File: src/shared/pps_pkg.sv
// shared constants and types for the passive serial target loader
// assumes a 125 MHz system clock; link signals arrive asynchronously
package pps_pkg;

    // ------------------------------------------------------------------
    // timing
    // ------------------------------------------------------------------
    localparam int CLK_PERIOD_NS = 8;
    // longest reset time-out before the status line is released
    localparam int RESET_TIMEOUT_NS = 40000;
    localparam int RESET_TIMEOUT_CYC = RESET_TIMEOUT_NS / CLK_PERIOD_NS;
    // start-up clocks spent in initialization
    localparam logic [7:0] INIT_CLOCKS = 8'h10;

    // ------------------------------------------------------------------
    // image layout
    // ------------------------------------------------------------------
    localparam logic [15:0] IMAGE_BITS_DEFAULT = 16'h0040;
    localparam int SYNC_WIDTH = 6;

    // ------------------------------------------------------------------
    // sequencer states, gray along the load path
    // ------------------------------------------------------------------
    typedef enum logic [2:0] {
        ST_RESET = 3'h0,
        ST_WAIT = 3'h1,
        ST_LOAD = 3'h3,
        ST_DONE_WAIT = 3'h2,
        ST_INIT = 3'h6,
        ST_USER = 3'h7,
        ST_ERROR = 3'h5
    } pps_state_t;

endpackage : pps_pkg

File: src/design/pps_sync2.sv
// two-flop synchroniser, one chain per bit
// assumes inputs are asynchronous to i_clk
module pps_sync2 #(
    parameter int WIDTH = 1
) (
    // clock and reset
    input wire logic i_clk,
    input wire logic i_reset_n,
    // async in, synced out
    input wire logic [WIDTH-1:0] i_async,
    output logic [WIDTH-1:0] o_sync
);
    logic [WIDTH-1:0] meta;

    // ------------------------------------------------------------------
    // per-bit chains
    // ------------------------------------------------------------------
    for (genvar g = 0; g < WIDTH; g++) begin : g_bit
        always_ff @(posedge i_clk) begin
            if (!i_reset_n) begin
                meta[g] <= 1'b0;
                o_sync[g] <= 1'b0;
            end else begin
                meta[g] <= i_async[g];
                o_sync[g] <= meta[g];
            end
        end
    end

endmodule : pps_sync2

File: src/design/pps_target.sv
// passive serial configuration target: one lane, chain enable, shared status/done
// assumes status and done are open-drain wires resolved outside this module
//
// Overview of operation
// - identical-data targets start and finish loading together
// - any target error halts the whole chain; reload from the start
// - restart input may come from memory init output to start loading
// - mixed chains share done and status; finish and error together
// - initialization clocked by internal clock or user start-up clock
// - auto restart releases status after at most 40 us reset
// - finished target drives chain enable output low for the next
module pps_target #(
    parameter int RESET_TIMEOUT_CYC = pps_pkg::RESET_TIMEOUT_CYC,
    parameter logic [15:0] IMAGE_BITS = pps_pkg::IMAGE_BITS_DEFAULT
) (
    // clock and reset
    input wire logic I_CLK,
    input wire logic I_RESET_N,
    // serial link
    input wire logic I_SERIAL_CFG_CLOCK,
    input wire logic I_SERIAL_CFG_DATA_LANE0,
    input wire logic I_CHAIN_ENABLE_IN_N,
    output logic O_CHAIN_ENABLE_OUT_N,
    // shared status line, open drain
    input wire logic I_STATUS_N,
    output logic O_STATUS_N,
    output logic O_STATUS_N_OE,
    // shared done line, open drain
    input wire logic I_CFG_DONE,
    output logic O_CFG_DONE,
    output logic O_CFG_DONE_OE,
    // restart and options
    input wire logic I_CFG_RESTART_N,
    input wire logic I_AUTO_RESTART,
    input wire logic I_USE_STARTUP_CLOCK,
    input wire logic I_USER_STARTUP_CLOCK,
    // loaded data and state
    output logic [7:0] O_CFG_DATA,
    output logic O_CFG_DATA_VALID,
    output logic O_USER_MODE,
    output logic O_CFG_ERROR
);
    // ------------------------------------------------------------------
    // input synchronisation
    // ------------------------------------------------------------------
    logic [pps_pkg::SYNC_WIDTH-1:0] sync_out;
    logic clk_s, data_s, ce_s, status_s, done_s, restart_s, usr_s;
    logic clk_prev, usr_prev, clk_rise, usr_rise, init_tick;

    pps_sync2 #(.WIDTH(pps_pkg::SYNC_WIDTH + 1)) u_sync (
        .i_clk(I_CLK),
        .i_reset_n(I_RESET_N),
        .i_async({I_USER_STARTUP_CLOCK, I_CFG_RESTART_N, I_CFG_DONE, I_STATUS_N,
                  I_CHAIN_ENABLE_IN_N, I_SERIAL_CFG_DATA_LANE0, I_SERIAL_CFG_CLOCK}),
        .o_sync({usr_s, sync_out})
    );
    assign {restart_s, done_s, status_s, ce_s, data_s, clk_s} = sync_out;

    assign clk_rise = clk_s && !clk_prev;
    assign usr_rise = usr_s && !usr_prev;
    // internal clock ticks every cycle unless the user clock is chosen
    assign init_tick = I_USE_STARTUP_CLOCK ? usr_rise : 1'b1;

    // ------------------------------------------------------------------
    // sequencer
    // ------------------------------------------------------------------
    pps_pkg::pps_state_t state, next_state;
    logic [15:0] timer, next_timer;
    logic [15:0] bit_cnt, next_bit_cnt;
    logic [7:0] shift, next_shift;
    logic parity, next_parity;
    logic [7:0] data, next_data;
    logic valid, next_valid;
    logic [7:0] init_cnt, next_init_cnt;
    logic [15:0] timeout_last;

    assign timeout_last = 16'(RESET_TIMEOUT_CYC - 1);

    always_comb begin
        next_state = state;
        next_timer = timer;
        next_bit_cnt = bit_cnt;
        next_shift = shift;
        next_parity = parity;
        next_data = data;
        next_valid = 1'b0;
        next_init_cnt = init_cnt;
        if (!restart_s) begin
            // restart held low keeps the chain in reset
            next_state = pps_pkg::ST_RESET;
            next_timer = 16'h0000;
        end else begin
            unique case (state)
                pps_pkg::ST_RESET: begin
                    if (timer == timeout_last) begin
                        next_state = pps_pkg::ST_WAIT;
                        next_timer = 16'h0000;
                    end else begin
                        next_timer = timer + 16'h0001;
                    end
                end
                pps_pkg::ST_WAIT: begin
                    next_bit_cnt = 16'h0000;
                    next_parity = 1'b0;
                    next_shift = 8'h00;
                    // identical-data targets leave here on the same edge
                    if (status_s && !ce_s) begin
                        next_state = pps_pkg::ST_LOAD;
                    end
                end
                pps_pkg::ST_LOAD: begin
                    if (!status_s) begin
                        next_state = pps_pkg::ST_WAIT;
                    end else if (clk_rise) begin
                        next_shift = {shift[6:0], data_s};
                        next_parity = parity ^ data_s;
                        next_bit_cnt = bit_cnt + 16'h0001;
                        if (bit_cnt[2:0] == 3'h7) begin
                            next_data = {shift[6:0], data_s};
                            next_valid = 1'b1;
                        end
                        // last bit closes even parity over the whole image
                        if (bit_cnt == IMAGE_BITS - 16'h0001) begin
                            next_timer = 16'h0000;
                            next_state = (parity ^ data_s) ? pps_pkg::ST_ERROR
                                                           : pps_pkg::ST_DONE_WAIT;
                        end
                    end
                end
                pps_pkg::ST_DONE_WAIT: begin
                    next_init_cnt = 8'h00;
                    if (!status_s) begin
                        next_state = pps_pkg::ST_WAIT;
                    end else if (done_s) begin
                        // shared done rises only when every target released it
                        next_state = pps_pkg::ST_INIT;
                    end
                end
                pps_pkg::ST_INIT: begin
                    if (!status_s) begin
                        next_state = pps_pkg::ST_WAIT;
                    end else if (init_tick) begin
                        next_init_cnt = init_cnt + 8'h01;
                        if (init_cnt == pps_pkg::INIT_CLOCKS - 8'h01) begin
                            next_state = pps_pkg::ST_USER;
                        end
                    end
                end
                pps_pkg::ST_USER: begin
                    next_state = pps_pkg::ST_USER;
                end
                pps_pkg::ST_ERROR: begin
                    // without auto restart only the restart input recovers
                    if (I_AUTO_RESTART) begin
                        if (timer == timeout_last) begin
                            next_state = pps_pkg::ST_WAIT;
                            next_timer = 16'h0000;
                        end else begin
                            next_timer = timer + 16'h0001;
                        end
                    end
                end
                default: begin
                    next_state = pps_pkg::ST_RESET;
                end
            endcase
        end
    end

    always_ff @(posedge I_CLK) begin
        if (!I_RESET_N) begin
            state <= pps_pkg::ST_RESET;
            timer <= 16'h0000;
            bit_cnt <= 16'h0000;
            shift <= 8'h00;
            parity <= 1'b0;
            data <= 8'h00;
            valid <= 1'b0;
            init_cnt <= 8'h00;
            clk_prev <= 1'b0;
            usr_prev <= 1'b0;
        end else begin
            state <= next_state;
            timer <= next_timer;
            bit_cnt <= next_bit_cnt;
            shift <= next_shift;
            parity <= next_parity;
            data <= next_data;
            valid <= next_valid;
            init_cnt <= next_init_cnt;
            clk_prev <= clk_s;
            usr_prev <= usr_s;
        end
    end

    // ------------------------------------------------------------------
    // outputs
    // ------------------------------------------------------------------
    logic finished;
    assign finished = (state == pps_pkg::ST_DONE_WAIT) || (state == pps_pkg::ST_INIT)
                      || (state == pps_pkg::ST_USER);

    // an error pulls the shared status low, halting every target
    assign O_STATUS_N = 1'b0;
    assign O_STATUS_N_OE = (state == pps_pkg::ST_RESET) || (state == pps_pkg::ST_ERROR);
    // done is held low until this target has its whole image
    assign O_CFG_DONE = 1'b0;
    assign O_CFG_DONE_OE = !finished;
    assign O_CHAIN_ENABLE_OUT_N = !finished;
    assign O_CFG_DATA = data;
    assign O_CFG_DATA_VALID = valid;
    assign O_USER_MODE = (state == pps_pkg::ST_USER);
    assign O_CFG_ERROR = (state == pps_pkg::ST_ERROR);
endmodule : pps_target

File: config.mk
export PLATFORM = sky130hd
export DESIGN_NAME = pps_target
export DESIGN_NICKNAME = d
export VERILOG_FILES = /design/src/shared/pps_pkg.sv /design/src/design/pps_sync2.sv /design/src/design/pps_target.sv
export SDC_FILE = /design/constraint.sdc
export NUM_CORES = 1
export LEC_CHECK = 0
export BUFFER_PORTS_ARGS = -buffer_cell sky130_fd_sc_hd__buf_2
export CORE_UTILIZATION = 40
export DETAILED_ROUTE_END_ITERATION = 8
export PLACE_DENSITY = 0.64
export REMOVE_ABC_BUFFERS = 1
export SETUP_SLACK_MARGIN = 0.5
export SKIP_LAST_GASP = 1
export SYNTH_ARGS = -nofsm -noshare
export SYNTH_HDL_FRONTEND = slang
export SYNTH_HIERARCHICAL = 1
export SYNTH_SLANG_ARGS = --single-unit
File: constraint.sdc
create_clock -name I_CLK -period 5.95 [get_ports I_CLK]
set_input_delay 0.595 -clock I_CLK [delete_from_list [all_inputs] [get_ports I_CLK]]
set_output_delay 0.595 -clock I_CLK [all_outputs]
set_load 0.01 [all_outputs]
* Word level (Yosys, flattened, before mapping)
Cells that the tools add are included.
** Word-level totals
- Input port bits :: 11
- Logic and storage cells :: 104
- Register bits :: 76
- Output and inout port bits :: 16
** Cells by class
- Equal/unequal tests :: 22
- $add $sub $neg :: 3
- Bitwise operators :: 1
- Reduce and logical (&&, ||, !) cells :: 21
- Multiplexer cells :: 33
** Operators with widths (number)
- 2-to-1 mux 16 bit :: 7
- case mux 16 bit (3 select lines) :: 1
- 2-to-1 mux 3 bit :: 12
- adder 16 x 1 -> 16 bit, second input constant :: 2
- case mux 16 bit (2 select lines) :: 1
- case mux 3 bit (7 select lines) :: 1
- equality test 16 x 13 -> 1 bit, second input constant :: 1
- equality test 16 x 6 -> 1 bit, second input constant :: 1
- 2-to-1 mux 8 bit :: 2
- case mux 8 bit (2 select lines) :: 1
- AND reduction 5 bit :: 3
- 2-to-1 mux 7 bit :: 2
- case mux 7 bit (2 select lines) :: 1
- equality test 3 bit, second input constant :: 4
- inequality test 3 bit, second input constant :: 4
- inequality test 2 bit, second input constant :: 5
- adder 8 x 1 -> 8 bit, second input constant :: 1
- equality test 8 x 4 -> 1 bit, second input constant :: 1
- AND reduction 4 bit :: 2
- AND reduction 7 bit :: 1
- equality test 3 x 2 -> 1 bit, second input constant :: 2
- logical NOT 1 bit :: 4
- 2-to-1 mux 1 bit :: 4
- inequality test 2 x 1 -> 1 bit, second input constant :: 2
- other kinds (10) :: 15

* Longest topological paths before layout
- Word-level depth :: 6
- Gate-level depth with buffers :: 8
- Mapped depth without buffers :: 7

* Hierarchy
Netlist, hierarchy kept.
** Modules (own cells, without submodules)
- pps_target :: seq. area each 1241.2 sq um, cells an instance 356, area an instance 2977.9 sq um, times used 1
- pps_sync2 :: seq. area each 280.3 sq um, cells an instance 29, area an instance 391.6 sq um, times used 1

* Worst setup path before layout
Ideal clock, no wire load.
- Path kind :: reg-to-reg
- Start :: register timer[10]
- End :: register state[0]
- Period minus slack after synthesis :: 2037 ps
- Library setup time :: 123 ps
- Buffers on the path :: 0
- Arrival time :: 1913 ps
- Path slack :: 3913 ps
- Cell stages (with the launch flop) :: 6
- Data required time :: 5827 ps
- Cells stage by stage :: dfxtp_1 or4_1 or4_4 a21o_1 nor2_2 mux2_1
** On the way
- Longest elaborated chain between the ends :: 4
** RTL lines
- start: declaration :: RTL line pps_target.sv:68 : logic [15:0] timer, next_timer;
- start signal: assignment :: RTL line pps_target.sv:184 : timer <= next_timer;
- equality test 16 x 13 -> 1 bit * :: RTL line pps_target.sv:95, pps_target.sv:155
- 2-to-1 mux 3 bit *
- 2-to-1 mux 3 bit
- case mux 3 bit (7 select lines) *
- end signal: assignment :: RTL line pps_target.sv:172 : state <= pps_pkg::ST_RESET;
- end signal: assignment :: RTL line pps_target.sv:183 : state <= next_state;
- end: declaration :: RTL line pps_target.sv:67 : pps_pkg::pps_state_t state, next_state;
Mark *: on every way between the ends. The rest lies on a longest branch, timed or not. The select of a mux whose other input is x is not followed.
A chain may end at the register's enable or synchronous reset.

* Worst setup path in the final report
- Start :: register state[2]
- End :: register timer[12]
** On the way
- Longest elaborated chain between the ends :: 3
** RTL lines
- equality test 3 x 2 -> 1 bit (tied with other cells) :: RTL line pps_target.sv:93 : unique case (state)
- inequality test 2 x 1 -> 1 bit (no source line) (tied with other cells)
- AND reduction 5 bit (no source line)
Several ways; a longest one is shown, not always the timed one.

==> results.txt <==
----------------------------------------------------
[Status]
  Outcome ... completed

[Power]
  Fraction of power spent switching nets ... 0.225
  Leak ... 1.40 nW
  Clock power share ... 0.422
  Power per standard cell area ... 248 nW/µm²
  Final total power ... 928 µW
  Internal portion of total power ... 720 µW
  Combinational share of power ... 0.022
  Max IR drop VDD ... 187 µV
  Net load switching power ... 209 µW
  Part of the total power dissipated in sequential elements ... 0.555

[Logic synthesis]
  FFs w/ async S/R, synth ... 0
  Gate Count Post-Synth ... 385
  Mapped cell area ... 3370 µm²
  Dominant synthesized flop cell ... sky130_fd_sc_hd__dfxtp_1
  Portion of synthesized cell area occupied by the leading cell type ... 0.452
  Cell variety after synth ... 47
  Synthesized flop and latch total ... 76
  Sequential-to-total area share from yosys stat ... 0.452
  Synthesized area per cell ... 8.75 µm²
  Synth warnings ... 6
  Area leader, netlist ... sky130_fd_sc_hd__dfxtp_1
  Count of flip-flops with a built-in enable after synthesis ... 0
  Top area cells in the synthesized netlist ... sky130_fd_sc_hd__dfxtp_1, sky130_fd_sc_hd__o21ai_0, sky130_fd_sc_hd__xor2_1

[Detailed routing]
  Wire length per cell after detailed routing ... 12.4 µm
  Number of design rule violations left after detail routing ... 0
  Via density per instance ... 5.25
  Count of nets left with antenna violations after detail routing ... 0
  Count of vias placed by the detailed router ... 2704
  Final wirelength ... 6380 µm
  Drt initial violations ... 156
  First-pass iteration count of the detailed router ... 4

[Cells and area]
  Area growth from synthesis to layout ... 11.0%
  Post-Route Utilization ... 0.458
  Final-stage net count ... 420
  Layout cells sized above 1 ... 0.132
  Diodes inserted ... 0

[Die]
  Die extent in x ... 93.8 µm
  Floorplan Core Area ... 8180 µm²
  Top-level I/O count ... 27
  # rows ... 33
  Die area ... 8790 µm²
  Die Height ... 93.8 µm
  Initial core utilization ... 0.412

[Worst setup path]
  Capturing element type of the critical path ... flip-flop
  Register-to-Register Setup Slack ... 3.30 ns
  Setup Crit Path Kind ... reg -> reg
  Top Family by Delay on Critical Path ... compound AO/OA/AOI/OAI gates
  Worst path slowest cell ... sky130_fd_sc_hd__a21oi_1
  Number of cells on the worst reg-to-reg path ... 6
  Largest stage delay on the critical path ... 0.86 ns
  Worst endpoint required time ... 6.20 ns
  Crit path launch type ... flip-flop
  Most used cell, CP ... sky130_fd_sc_hd__o21ai_0
  Cell Chain, Critical Path ... inv_1 > and3_1 > o21ai_0 > a21oi_1 > o21ai_0 > o41ai_1
  Reg-to-reg critical path startpoint ... state[2]
  Peak fanout along the critical path ... 15
  Data arrival time of the worst path ... 2.90 ns
  R2R Path End ... timer[12]
  Number of buffers and inverters on the critical path ... 1

[Clock tree]
  Clock tree from TritonCTS ... yes
  Clock insertion delay at the later pin of the skew report ... 0.35 ns
  Number of buffers added by the clock tree synthesis step ... 9
  Hold-fix buffers at CTS ... 0
  Maximum clock path buffer count ... 2
  Post-CTS setup buffer count ... 0
  H-tree depth reported by CTS ... 3
  Clock sink count ... 76
  # resized after CTS ... 0
  CTS root buffer ... sky130_fd_sc_hd__clkbuf_8
  Clock transition at the register clock pins on the worst setup and hold paths after CTS ... 0.08 ns

[Placed design]
  Sum of net half-perimeters after detailed placement ... 4340 µm
  Quantity of I/O buffers inserted on ports ... 24
  Routability-driven placement congestion ratio ... 0.801

[Timing]
  Post-route setup TNS ... 0 ns
  Final Setup Violations ... 0
  Relative slew slack ... 0.248
  Slew of the pin with the lowest slew margin ... 1.13 ns
  Achievable frequency ... 377 MHz
  Clock skew ... 0.00895 ns
  RSZ-0062 raised after global routing ... false
  Tcrit/Tclk final ... 0.445
  Final Max Tran Viols ... 0
  Fin crit period ... 2.65 ns
  Hold Violations, Final ... 0

[Hold path]
  Min-Delay Path Class ... reg -> reg
  Cells on Worst Hold Path ... 1
  Launch instance of the worst min-delay path ... u_sync/meta[2]
  Hold endpoint ... u_sync/o_sync[2]

[GRT]
  Global-route wire length before repair ... 10900 µm
  Pin count of the biggest net entering global routing ... 42
  Total GRT Usage ... 0.158
  Number of antenna violations at the first check in global routing ... 0
  Via count of the first global-routing pass ... 2408
  Total congestion overflow ... 0

[Run]
  Total of max-cap violations ... 0

----------------------------------------------------
layout by cell type (no fill, tap or decap), drive strengths merged, types with 7 or more instances in the layout:
cell and n:
and2 20, inv 7, nand2 36, nand2b 8, nand4 11, nand3 21, a21boi 11, clkbuf 10
dfxtp 76, and3 14, o21ai 32, buf 26, xor2 16, o31ai 7, nor2b 12, nor2 35
mux2i 9
cell usage after synthesis (all sizes together) (4+ instances only):
cell / n
a21boi: 11
a21oi: 6
a31oi: 4
and2: 20
and3: 14
buf: 9
clkbuf: 9
dfxtp: 76
ha: 4
inv: 6
mux2i: 9
nand2: 36
nand2b: 8
nand3: 21
nand4: 11
nor2: 35
nor2b: 12
nor3: 5
o21ai: 32
o31ai: 7
xnor2: 4
xor2: 16
cell type report:
class	count	area (µm²)
multi-input combinational	286	1730
clock inverter	6	72.6
inverter	6	22.5
clock buffer	10	128
fill	825	4430
sequential	76	1520
tap	105	131
timing repair buffer	26	135
how the worst max path moves through the flow:
stage / start / end / slack (ns) / depth (start not counted)
after floorplan: state[2] / O_CFG_DATA[0] / 3.64 / 6
after global placement: I_RESET_N / timer[5] / 3.41 / 4
after global routing: state[2] / timer[4] / 3.02 / 6
after detailed placement: I_RESET_N / timer[12] / 3.30 / 4
final: state[2] / timer[12] / 3.30 / 6
after CTS: state[2] / timer[12] / 3.32 / 6
registers in the layout, summed over array words and instances (netlist names):
register / flops
shift: 7
parity: 1
O_CFG_DATA: 8
state: 3
u_sync/o_sync: 7
bit_cnt: 16
clk_prev: 1
usr_prev: 1
u_sync/meta: 7
timer: 16
init_cnt: 8
O_CFG_DATA_VALID: 1
power groups by stage:
stage          logic [mW]  registers (mW)  clock network, mW
6_report           0.0206           0.516              0.392
5_1_grt            0.0233           0.516              0.424
4_1_cts            0.0211           0.516              0.408
3_5_place_dp       0.0211           0.528                  0
3_3_place_gp       0.0208           0.528                  0
2_1_floorplan      0.0116           0.527                  0
stage by stage:
step / hold WS (ns) / cells / setup WS (ns) / cell area, µm²
floorplan: 0.412 / 368 / 3.64 / 3270
global placement: 0.422 / 499 / 3.41 / 3540
detailed placement: 0.418 / 499 / 3.30 / 3540
CTS: 0.440 / 515 / 3.32 / 3740
global route: 0.440 / 515 / 3.02 / 3740
finish: 0.436 / 515 / 3.30 / 3740
metal layers:
layer | share of wire | wire (µm) | up-vias | track usage
met3 | 0.047 | 298 | 8 | 0.0534
met5 | 0 | 0 | - | 0
met2 | 0.46 | 2960 | 55 | 0.253
li1 | - | - | 1385 | -
met1 | 0.48 | 3070 | 1256 | 0.205
met4 | 0.0082 | 52 | 0 | 0.0385
cells by family after synthesis:
logic type	count (synthesis)	synth area share
DFF	76	0.452
and+or+nand+nor	178	0.281
adders and majority gates	4	0.0149
muxes	10	0.0301
AOI/OAI and AO/OA	72	0.133
xor gates and xnor gates	20	0.0520
buffers and inverters	24	0.0360
other	1	0.00111
No activity file was read; power rests on OpenSTA's default activity.
